### src/rtl/ldr_pkg.sv
// Shared constants, types and decode tables for the Direct-mode LED ramp and off-delay block.
// Assumes a byte-wide register port driven by the management bus engine on the system clock.
package ldr_pkg;

   // Number of LED channels that this block times in Direct mode
   localparam int LED_COUNT = 4;

   // Register addresses as the management bus presents them
   localparam logic [7:0] ADDR_DUTY = 8'h93;   // Direct duty cycle limits
   localparam logic [7:0] ADDR_RAMP = 8'h94;   // Direct ramp rates
   localparam logic [7:0] ADDR_DELAY = 8'h95;  // Direct off delay

   // Reset values
   localparam logic [7:0] DUTY_RESET = 8'hf0;
   localparam logic [7:0] RAMP_RESET = 8'h00;
   localparam logic [7:0] DELAY_RESET = 8'h00;

   // Writable bit masks; bits outside read as zero
   localparam logic [7:0] DUTY_MASK = 8'hff;
   localparam logic [7:0] RAMP_MASK = 8'h3f;
   localparam logic [7:0] DELAY_MASK = 8'h07;
   localparam logic [7:0] READ_IDLE = 8'h00;   // Answer to an unmapped address

   // Field positions
   localparam int CODE_W = 3;
   localparam int RISE_LSB = 3;
   localparam int FALL_LSB = 0;
   localparam int HOLD_LSB = 0;
   localparam int DUTY_W = 4;
   localparam int UPPER_LSB = 4;
   localparam int LOWER_LSB = 0;

   // Time base: one tick per millisecond at the system clock rate
   localparam int CLK_MHZ = 250;
   localparam int TICK_TIME_US = 1000;
   localparam int TICK_CYCLES = TICK_TIME_US * CLK_MHZ;
   localparam int TICK_W = 18;

   // Ramp resolution and PWM frame: the frame spans PCT_FULL * RAMP_STEPS clocks
   localparam logic [7:0] RAMP_STEPS = 8'hfa;  // 250 steps per ramp
   localparam int PCT_FULL = 100;
   localparam int PWM_W = 15;
   localparam logic [PWM_W-1:0] PWM_LAST = PWM_W'(PCT_FULL * 250 - 1);
   localparam int HOLD_W = 13;
   localparam int STEP_W = 4;

   typedef logic [CODE_W-1:0] ldr_code_t;
   typedef logic [7:0] ldr_pos_t;
   typedef logic [15:0] ldr_cmp_t;
   typedef logic [HOLD_W-1:0] ldr_ms_t;
   typedef logic [STEP_W-1:0] ldr_step_t;

   // Ramp phase of one LED
   typedef enum logic [2:0] {PH_LOW, PH_RISE, PH_HIGH, PH_HOLD, PH_FALL} ldr_phase_t;

   // Rise or fall time in ms for a three-bit code
   function automatic logic [11:0] ramp_ms(input ldr_code_t code);
      case (code)
         3'h0: ramp_ms = 12'h000;
         3'h1: ramp_ms = 12'h0fa;
         3'h2: ramp_ms = 12'h1f4;
         3'h3: ramp_ms = 12'h2ee;
         3'h4: ramp_ms = 12'h3e8;
         3'h5: ramp_ms = 12'h4e2;
         3'h6: ramp_ms = 12'h5dc;
         default: ramp_ms = 12'h7d0;
      endcase
   endfunction

   // Milliseconds per ramp step; zero means an instant change
   function automatic ldr_step_t step_ms(input ldr_code_t code);
      step_ms = STEP_W'(ramp_ms(code) / 12'(RAMP_STEPS));
   endfunction

   // Off delay in ms for a three-bit code
   function automatic ldr_ms_t hold_ms(input ldr_code_t code);
      case (code)
         3'h0: hold_ms = 13'h0000;
         3'h1: hold_ms = 13'h01f4;
         3'h2: hold_ms = 13'h03e8;
         3'h3: hold_ms = 13'h05dc;
         3'h4: hold_ms = 13'h07d0;
         3'h5: hold_ms = 13'h0bb8;
         3'h6: hold_ms = 13'h0fa0;
         default: hold_ms = 13'h1388;
      endcase
   endfunction

   // Duty in percent; the lower limit of code n equals the upper limit of code n-1
   function automatic logic [7:0] upper_pct(input logic [DUTY_W-1:0] code);
      case (code)
         4'h0: upper_pct = 8'h07;
         4'h1: upper_pct = 8'h09;
         4'h2: upper_pct = 8'h0b;
         4'h3: upper_pct = 8'h0e;
         4'h4: upper_pct = 8'h11;
         4'h5: upper_pct = 8'h14;
         4'h6: upper_pct = 8'h17;
         4'h7: upper_pct = 8'h1a;
         4'h8: upper_pct = 8'h1e;
         4'h9: upper_pct = 8'h23;
         4'ha: upper_pct = 8'h28;
         4'hb: upper_pct = 8'h2e;
         4'hc: upper_pct = 8'h35;
         4'hd: upper_pct = 8'h3f;
         4'he: upper_pct = 8'h4d;
         default: upper_pct = 8'h64;
      endcase
   endfunction

   function automatic logic [7:0] lower_pct(input logic [DUTY_W-1:0] code);
      lower_pct = (code == 4'h0) ? 8'h00 : upper_pct(code - 4'h1);
   endfunction

endpackage

### src/rtl/ldr_timebase.sv
// Millisecond tick and free-running PWM frame counter shared by all LED channels.
// Assumes one system clock; the tick period is a parameter so simulation can shorten it.
`timescale 1ns/1ps
module ldr_timebase
#(
   parameter int TICK_CYCLES = ldr_pkg::TICK_CYCLES  // Clocks per millisecond tick
)
(
   input wire logic clk_sys,                          // System clock
   input wire logic rst,                              // Asynchronous reset, active high
   output logic msTick,                               // One-cycle pulse each millisecond
   output logic [ldr_pkg::PWM_W-1:0] pwmCount         // PWM frame position
);
   import ldr_pkg::*;

   // Whole state of the time base
   typedef struct packed {
      logic [TICK_W-1:0] tickCnt;  // Clocks within the current millisecond
      logic tick;                  // Registered tick pulse
      logic [PWM_W-1:0] pwm;       // Frame counter
   } ldr_tb_state_t;

   ldr_tb_state_t s;       // Current state
   ldr_tb_state_t next_s;  // Next state

   // Count clocks to the tick and wrap the PWM frame
   always_comb
   begin
      next_s = s;
      next_s.tick = 1'b0;
      if (s.tickCnt == TICK_W'(TICK_CYCLES - 1))
      begin
         next_s.tickCnt = '0;
         next_s.tick = 1'b1;
      end
      else
      begin
         next_s.tickCnt = s.tickCnt + 1'b1;
      end
      // Frame wraps at the last count so a full duty stays high all frame
      next_s.pwm = (s.pwm == PWM_LAST) ? '0 : s.pwm + 1'b1;
   end

   // State register
   always_ff @(posedge clk_sys or posedge rst)
   begin
      if (rst)
      begin
         s <= '0;
      end
      else
      begin
         s <= next_s;
      end
   end

   assign msTick = s.tick;
   assign pwmCount = s.pwm;

endmodule

### src/rtl/ldr_direct_led.sv
// Direct-mode LED timing: ramp registers, off delay and per-LED ramp and PWM output.
// Assumes register accesses and LED actuation come from logic on the same system clock.
`timescale 1ns/1ps
module ldr_direct_led
#(
   parameter int TICK_CYCLES = ldr_pkg::TICK_CYCLES  // Clocks per millisecond
)
(
   input wire logic clk_sys,                             // System clock
   input wire logic rst,                                 // Asynchronous reset, active high
   input wire logic [7:0] regAddr,                       // Register address
   input wire logic [7:0] regWrData,                     // Write data
   input wire logic regWrEn,                             // Write strobe, one cycle
   input wire logic regRdEn,                             // Read strobe, one cycle
   output logic [7:0] regRdData,                         // Read data, valid the cycle after regRdEn
   input wire logic [ldr_pkg::LED_COUNT-1:0] actuate,    // LED actuated, level per LED
   input wire logic [ldr_pkg::LED_COUNT-1:0] polarity,   // Output polarity bit per LED
   output logic [ldr_pkg::LED_COUNT-1:0] ledOut          // PWM drive per LED
);
   import ldr_pkg::*;

   // Whole state of the block
   // Position 0 shows the lower duty limit and RAMP_STEPS the upper one
   typedef struct packed {
      logic [7:0] directDuty;                    // Upper and lower duty codes
      logic [7:0] directRampRates;               // Rise and fall codes
      logic [7:0] directOffDelay;                // Release hold code
      logic [7:0] rdData;                        // Registered read answer
      ldr_phase_t [LED_COUNT-1:0] phase;         // Ramp phase per LED
      ldr_pos_t [LED_COUNT-1:0] pos;             // Ramp position, 0 to RAMP_STEPS
      ldr_step_t [LED_COUNT-1:0] stepCnt;        // Ms spent on the current step
      ldr_ms_t [LED_COUNT-1:0] holdCnt;          // Ms spent in the off delay
      logic [LED_COUNT-1:0] out;                 // Registered LED drive
   } ldr_state_t;

   ldr_state_t s;       // Current state
   ldr_state_t next_s;  // Next state

   logic msTick;                  // Millisecond pulse
   logic [PWM_W-1:0] pwmCount;    // PWM frame position

   // Decoded settings, shared by every LED
   ldr_step_t riseStep;           // Ms per rise step
   ldr_step_t fallStep;           // Ms per fall step
   ldr_ms_t holdTime;             // Off delay in ms
   logic [7:0] upperDuty;         // Maximum duty in percent
   logic [7:0] lowerDuty;         // Minimum duty in percent

   // Time base shared by all channels
   // One tick counter for every LED keeps their ramps in step and saves area
   ldr_timebase #(
      .TICK_CYCLES(TICK_CYCLES)
   ) timebase (
      .clk_sys(clk_sys),
      .rst(rst),
      .msTick(msTick),
      .pwmCount(pwmCount)
   );

   // Decode the live register contents; duty limits are read every cycle,
   // so a write lands on the very next PWM compare without re-actuation
   always_comb
   begin
      riseStep = step_ms(s.directRampRates[RISE_LSB +: CODE_W]);
      fallStep = step_ms(s.directRampRates[FALL_LSB +: CODE_W]);
      holdTime = hold_ms(s.directOffDelay[HOLD_LSB +: CODE_W]);
      upperDuty = upper_pct(s.directDuty[UPPER_LSB +: DUTY_W]);
      lowerDuty = lower_pct(s.directDuty[LOWER_LSB +: DUTY_W]);
   end

   // Register file, ramp sequencer and PWM compare for every LED
   always_comb
   begin
      ldr_cmp_t cmp;
      cmp = '0;
      next_s = s;

      // Register writes; unused bits are dropped so they read back as zero
      // Masking at write time means the read path never needs its own mask
      if (regWrEn)
      begin
         unique case (regAddr)
            ADDR_DUTY:
            begin
               next_s.directDuty = regWrData & DUTY_MASK;
            end
            ADDR_RAMP:
            begin
               next_s.directRampRates = regWrData & RAMP_MASK;
            end
            ADDR_DELAY:
            begin
               next_s.directOffDelay = regWrData & DELAY_MASK;
            end
            default:
            begin
               // Writes elsewhere are ignored
            end
         endcase
      end

      // Register reads; answer stands until the next read
      // A read together with a write to the same place returns the old value
      if (regRdEn)
      begin
         unique case (regAddr)
            ADDR_DUTY:
            begin
               next_s.rdData = s.directDuty;
            end
            ADDR_RAMP:
            begin
               next_s.rdData = s.directRampRates;
            end
            ADDR_DELAY:
            begin
               next_s.rdData = s.directOffDelay;
            end
            default:
            begin
               next_s.rdData = READ_IDLE;
            end
         endcase
      end

      // Per-LED sequencer; only the three timing codes steer it
      for (int i = 0; i < LED_COUNT; i++)
      begin
         unique case (s.phase[i])
            // Resting at minimum duty
            // An instant rise skips the ramp and lands on the top position;
            // the step counter restarts so a ramp never inherits a part step
            PH_LOW:
            begin
               if (actuate[i])
               begin
                  next_s.stepCnt[i] = '0;
                  if (riseStep == '0)
                  begin
                     next_s.pos[i] = RAMP_STEPS;
                     next_s.phase[i] = PH_HIGH;
                  end
                  else
                  begin
                     next_s.phase[i] = PH_RISE;
                  end
               end
            end

            // Climbing from minimum to maximum
            PH_RISE:
            begin
               if (!actuate[i])
               begin
                  // Release mid-rise holds the level reached, then falls from it
                  next_s.holdCnt[i] = '0;
                  next_s.stepCnt[i] = '0;
                  next_s.phase[i] = (holdTime == '0) ? PH_FALL : PH_HOLD;
               end
               else if (riseStep == '0)
               begin
                  next_s.pos[i] = RAMP_STEPS;  // Code changed to instant mid-ramp
                  next_s.phase[i] = PH_HIGH;
               end
               else if (s.pos[i] >= RAMP_STEPS)
               begin
                  // Already at the top; stepping on would take the position past RAMP_STEPS
                  next_s.pos[i] = RAMP_STEPS;
                  next_s.phase[i] = PH_HIGH;
               end
               else if (msTick)
               begin
                  if (s.stepCnt[i] + 1'b1 >= riseStep)
                  begin
                     next_s.stepCnt[i] = '0;
                     next_s.pos[i] = s.pos[i] + 1'b1;
                     if (s.pos[i] + 1'b1 == RAMP_STEPS)
                     begin
                        next_s.phase[i] = PH_HIGH;
                     end
                  end
                  else
                  begin
                     next_s.stepCnt[i] = s.stepCnt[i] + 1'b1;
                  end
               end
            end

            // Holding maximum while actuated
            // Duty limits are decoded live, so a duty write here shows at once
            PH_HIGH:
            begin
               if (!actuate[i])
               begin
                  next_s.holdCnt[i] = '0;
                  next_s.stepCnt[i] = '0;
                  next_s.phase[i] = (holdTime == '0) ? PH_FALL : PH_HOLD;
               end
            end

            // Off delay: stay active, then fall
            PH_HOLD:
            begin
               if (actuate[i])
               begin
                  // Re-actuation during the delay resumes the climb
                  next_s.stepCnt[i] = '0;
                  next_s.phase[i] = (s.pos[i] == RAMP_STEPS) ? PH_HIGH : PH_RISE;
               end
               // End test comes before the tick, so a code lowered mid-delay ends it at once
               else if (s.holdCnt[i] >= holdTime)
               begin
                  next_s.phase[i] = PH_FALL;
               end
               else if (msTick)
               begin
                  next_s.holdCnt[i] = s.holdCnt[i] + 1'b1;
               end
            end

            // Descending from the held level to minimum
            PH_FALL:
            begin
               if (actuate[i])
               begin
                  // Re-actuation before the first fall step is still at the top:
                  // go straight back to high instead of climbing past the last position
                  next_s.stepCnt[i] = '0;
                  next_s.phase[i] = (s.pos[i] == RAMP_STEPS) ? PH_HIGH : PH_RISE;
               end
               else if (fallStep == '0 || s.pos[i] == '0)
               begin
                  next_s.pos[i] = '0;
                  next_s.phase[i] = PH_LOW;
               end
               else if (msTick)
               begin
                  if (s.stepCnt[i] + 1'b1 >= fallStep)
                  begin
                     next_s.stepCnt[i] = '0;
                     next_s.pos[i] = s.pos[i] - 1'b1;
                  end
                  else
                  begin
                     next_s.stepCnt[i] = s.stepCnt[i] + 1'b1;
                  end
               end
            end

            default:
            begin
               next_s.phase[i] = PH_LOW;  // Unused encodings recover to rest
            end
         endcase

         // Blend the two limits by ramp position; avoids any divider
         // Worst case 100 % times 250 steps equals the frame length, one past the
         // last frame count, so a full duty never shows a low cycle
         cmp = ldr_cmp_t'(lowerDuty * (RAMP_STEPS - s.pos[i])) + ldr_cmp_t'(upperDuty * s.pos[i]);
         // Drive high for the on part of the frame, inverted when polarity is zero
         next_s.out[i] = polarity[i] ~^ ({1'b0, pwmCount} < cmp);
      end
   end

   // State register; duty limits reset to their default
   // Every LED wakes at rest, showing the lower duty limit
   always_ff @(posedge clk_sys or posedge rst)
   begin
      if (rst)
      begin
         s <= '0;
         s.directDuty <= DUTY_RESET;
         s.directRampRates <= RAMP_RESET;
         s.directOffDelay <= DELAY_RESET;
         for (int i = 0; i < LED_COUNT; i++)
         begin
            s.phase[i] <= PH_LOW;
         end
      end
      else
      begin
         s <= next_s;
      end
   end

   assign regRdData = s.rdData;
   assign ledOut = s.out;

endmodule

### config.mk
export PLATFORM = sky130hd
export DESIGN_NAME = ldr_direct_led
export DESIGN_NICKNAME = d
export VERILOG_FILES = /design/src/rtl/ldr_pkg.sv /design/src/rtl/ldr_timebase.sv /design/src/rtl/ldr_direct_led.sv
export SDC_FILE = /design/constraint.sdc
export NUM_CORES = 2
export LEC_CHECK = 0
export ABC_AREA = 1
export BUFFER_PORTS_ARGS = -buffer_cell sky130_fd_sc_hd__buf_2
export CAP_MARGIN = 20
export CELL_PAD_IN_SITES_DETAIL_PLACEMENT = 1
export CELL_PAD_IN_SITES_GLOBAL_PLACEMENT = 2
export CORE_MARGIN = 2
export CORE_UTILIZATION = 35
export DETAILED_ROUTE_END_ITERATION = 7
export PLACE_DENSITY_LB_ADDON = 0.25
export SYNTH_ARGS = -nofsm -noshare
export SYNTH_HDL_FRONTEND = slang
export SYNTH_SLANG_ARGS = --single-unit
export TNS_END_PERCENT = 30
### constraint.sdc
create_clock -name clk_sys -period 8 [get_ports clk_sys]
set_clock_uncertainty 0.05 [all_clocks]
set_input_delay 0.8 -clock clk_sys [delete_from_list [all_inputs] [get_ports clk_sys]]
set_output_delay 0.8 -clock clk_sys [all_outputs]
set_load 0.02 [all_outputs]
==> impl_metrics.py <==
metrics = {
    "outcome": {
        "status": "finished, final reports clean",
    },
    "worst_setup_path": {
        "worst_ep_required_time_ns": 8.36,
        "end_kind": "register",
        "slowest_stage": "dfstp_2",
        "r2r_slack_ns": 0.43,
        "crit_path_frequent_cell": "nand2_1",
        "critPathKind": "register to register",
        "path_max_fanout": 8,
        "arrival_ns": 7.93,
        "r2r_cells": 34,
        "start_kind": "register",
        "cp_slowest_stage_delay_ns": 0.61,
        "reg2reg_from": "s[145]",
        "r2r-end": "ledOut[3]",
    },
    "job": {
        "drv_cap": 0,
    },
    "final_layout": {
        "instances_no_fill": 5433,
        "synthToLayoutAreaGrowth_pct": 7.78,
        "finish.utilization_pct": 38.1,
        "drive_gt1_share_pct": 6.27,
        "fin_nets": 5096,
    },
    "drt": {
        "met2_wirelength_mm": 46.6,
        "drt-initial-drc-count": 1334,
        "antenna_left": 0,
        "dr.pass1.iters": 5,
        "drcViolationCount": 0,
        "routedWlPerCell_um": 18.3,
        "postRouteWirelength_mm": 99.6,
        "wl_met3_mm": 2.99,
        "viasPerCell": 4.91,
        "top_layer_used": "met4",
        "num_vias": 26683,
        "wl_met1_mm": 48.3,
    },
    "floorplan": {
        "num_rows": 110,
        "die_area_mm2": 0.0935,
        "start_util_pct": 35.4,
        "die_w_um": 306,
        "fp.coreArea_mm2": 0.0901,
        "pin_count": 40,
        "die_h_um": 306,
    },
    "clock_network": {
        "cts-htree-levels": 4,
        "clk_path_buf_depth": 2,
        "root_buffer": "clkbuf_16",
        "clk_pin_slew_worst_paths_ns": 0.09,
        "cts_tree": "yes",
        "cts_num_sinks": 175,
        "cts_buffers": 17,
        "worstSkewPairLatency_ns": 0.53,
    },
    "yosys": {
        "synth_seq_cells": 175,
        "yosys_most_used_dff": "dfrtp_1",
        "synth_cell_type_count": 68,
        "synthCells": 4212,
        "synth-async-reset-ratio_pct": 100,
        "ys_warn_count": 0,
        "ys_seq_area_share_pct": 13.8,
        "synth.avg_cell_area_um2": 7.57,
        "synth_fp_nets": 5065,
        "synth_edf_count": 0,
        "syn_area_mm2": 0.0319,
    },
    "global_route": {
        "gr-total-overflow": 0,
        "grt_max_degree": 108,
        "grt_pass1_vias": 28686,
        "grt_pass1_wl_mm": 164,
        "antenna_found_initial": 0,
        "grtUsageTotal_pct": 22.4,
    },
    "timing": {
        "setup_viol": 0,
        "hold_viol": 0,
        "max_freq_mhz": 132,
        "drv_slew": 0,
        "rsz0062_at_grt": "yes",
        "tightestPinTransition_ns": 1.10,
        "final.min_clock_period_ns": 7.57,
        "fin_crit_sh_pct": 94.6,
        "slew_headroom_pct": 25.6,
    },
    "placement": {
        "place.gp.congestion": 0.815,
        "dp.cells": 5387,
        "port_buffers": 39,
        "place_hpwl_mm": 82.4,
    },
    "worst_hold_path": {
        "hp-class": "input port to async pin",
    },
}
-- worst max-delay path by stage --
stage               startpoint         to  slack, ns
floorplan               s[140]  ledOut[2]       0.76
global placement        s[140]  ledOut[2]       0.34
detailed placement      s[140]  ledOut[0]       0.25
CTS                     s[140]  ledOut[0]       0.23
global route            s[145]  ledOut[1]      -0.05
finish                  s[145]  ledOut[3]       0.43
-- registers in the layout (all words and copies together) (netlist names) --
name               cells
ledOut                 4
regRdData              8
s                    129
timebase.msTick        1
timebase.pwmCount     15
timebase.s            18
-- cells in the final DEF (no fill, tap or decap), types with 11 or more instances in the layout --
cell type | netlist | final
inv_1 | 840 | 829
nand2_1 | 783 | 781
nor2_1 | 492 | 489
ha_1 | 469 | 468
fa_1 | 356 | 356
o21ai_0 | 196 | 192
dfrtp_1 | 171 | 171
nand3_1 | 163 | 162
a21oi_1 | 156 | 154
xor2_1 | 110 | 109
buf_4 | 21 | 77
nor3_1 | 51 | 51
nand4_1 | 50 | 50
buf_2 | 30 | 39
inv_2 | 26 | 32
xnor2_1 | 31 | 31
o21ai_1 | 24 | 28
o211ai_1 | 22 | 22
clkbuf_16 | 0 | 17
nor4_1 | 16 | 16
nor2_2 | 9 | 12
nand2_2 | 9 | 11
-- through the flow --
step / hold WS, ns / instance area (um^2) / setup slack [ns] / TNS [ns]
after global placement: 0.402 / 33500 / 0.336 / 0
after CTS: 0.397 / 34100 / 0.234 / 0
final: 0.397 / 34400 / 0.430 / 0
after global routing: 0.426 / 34300 / -0.0480 / -0.0499
after detailed placement: 0.408 / 33500 / 0.251 / 0
after floorplan: 0.383 / 31900 / 0.762 / 0
-- synthesized netlist by cell type (all sizes together) (4+ instances only) --
cell type | instances | area share [%]
fa | 356 | 22
nand2 | 792 | 9.4
clkinv | 4 | 0.082
o22ai | 7 | 0.14
dfstp | 4 | 0.33
nand4 | 50 | 0.98
nand3b | 10 | 0.25
nand3 | 165 | 2.6
a211oi | 7 | 0.18
ha | 469 | 18
xor2 | 111 | 3.1
nor3 | 56 | 1.0
or2 | 12 | 0.24
o211ai | 23 | 0.56
buf | 64 | 1.2
nor2 | 503 | 6.1
clkbuf | 46 | 0.55
inv | 868 | 10
xnor2 | 31 | 0.85
o31a | 4 | 0.11
o21bai | 11 | 0.27
o21a | 7 | 0.16
nor3b | 7 | 0.16
a21oi | 160 | 2.6
o21ai | 228 | 3.7
nor4 | 17 | 0.38
a31oi | 6 | 0.12
dfrtp | 171 | 13
-- metal layers --
metal / up-vias / track usage, %
met5: - / 0
met4: 0 / 4.65
met3: 78 / 2.93
met2: 307 / 37.0
met1: 13097 / 31.4
li1: 13201 / -
-- cells by family after synthesis --
kind of cell | Yosys count | synth area share [%]
AO/OA/AOI/OAI | 472 | 8.27
buffers and inverters | 982 | 12.1
XOR/XNOR | 142 | 3.93
flip-flops | 175 | 13.8
AND/OR/NAND/NOR | 1616 | 21.2
adder cells (fa/ha/maj) | 825 | 40.8
-- cell type report --
type / count / area (um^2)
multi-input cells: 3055 / 23700
flip-flops and latches: 175 / 4380
clock buffers: 17 / 425
repair buffers: 122 / 880
inverters: 872 / 3310
well taps: 1176 / 1470
clock inverters: 15 / 165
fillers: 11168 / 55800
diodes: 1 / 2.50
-- repair_timing --
item / in CTS / in global routing
gates resized for setup: 0 / 36
endpoints found under the hold margin: 0 / 0
buffers inserted: 0 / 13
setup endpoints to repair: 0 / 4
hold buffers: 0 / 0
-- critical path, delay by kind of cell (launching register included) --
family | cells | cell delay (ns)
adders and majority gates | 9 | 4.10
buffers and inverters | 7 | 0.91
and+or+nand+nor | 13 | 0.82
DFF | 1 | 0.61
AOI/OAI and AO/OA | 4 | 0.86
xor gates and xnor gates | 1 | 0.12
Power is not shown: default switching activity piles up to over one toggle a cycle in this logic, so the estimate is an artifact.
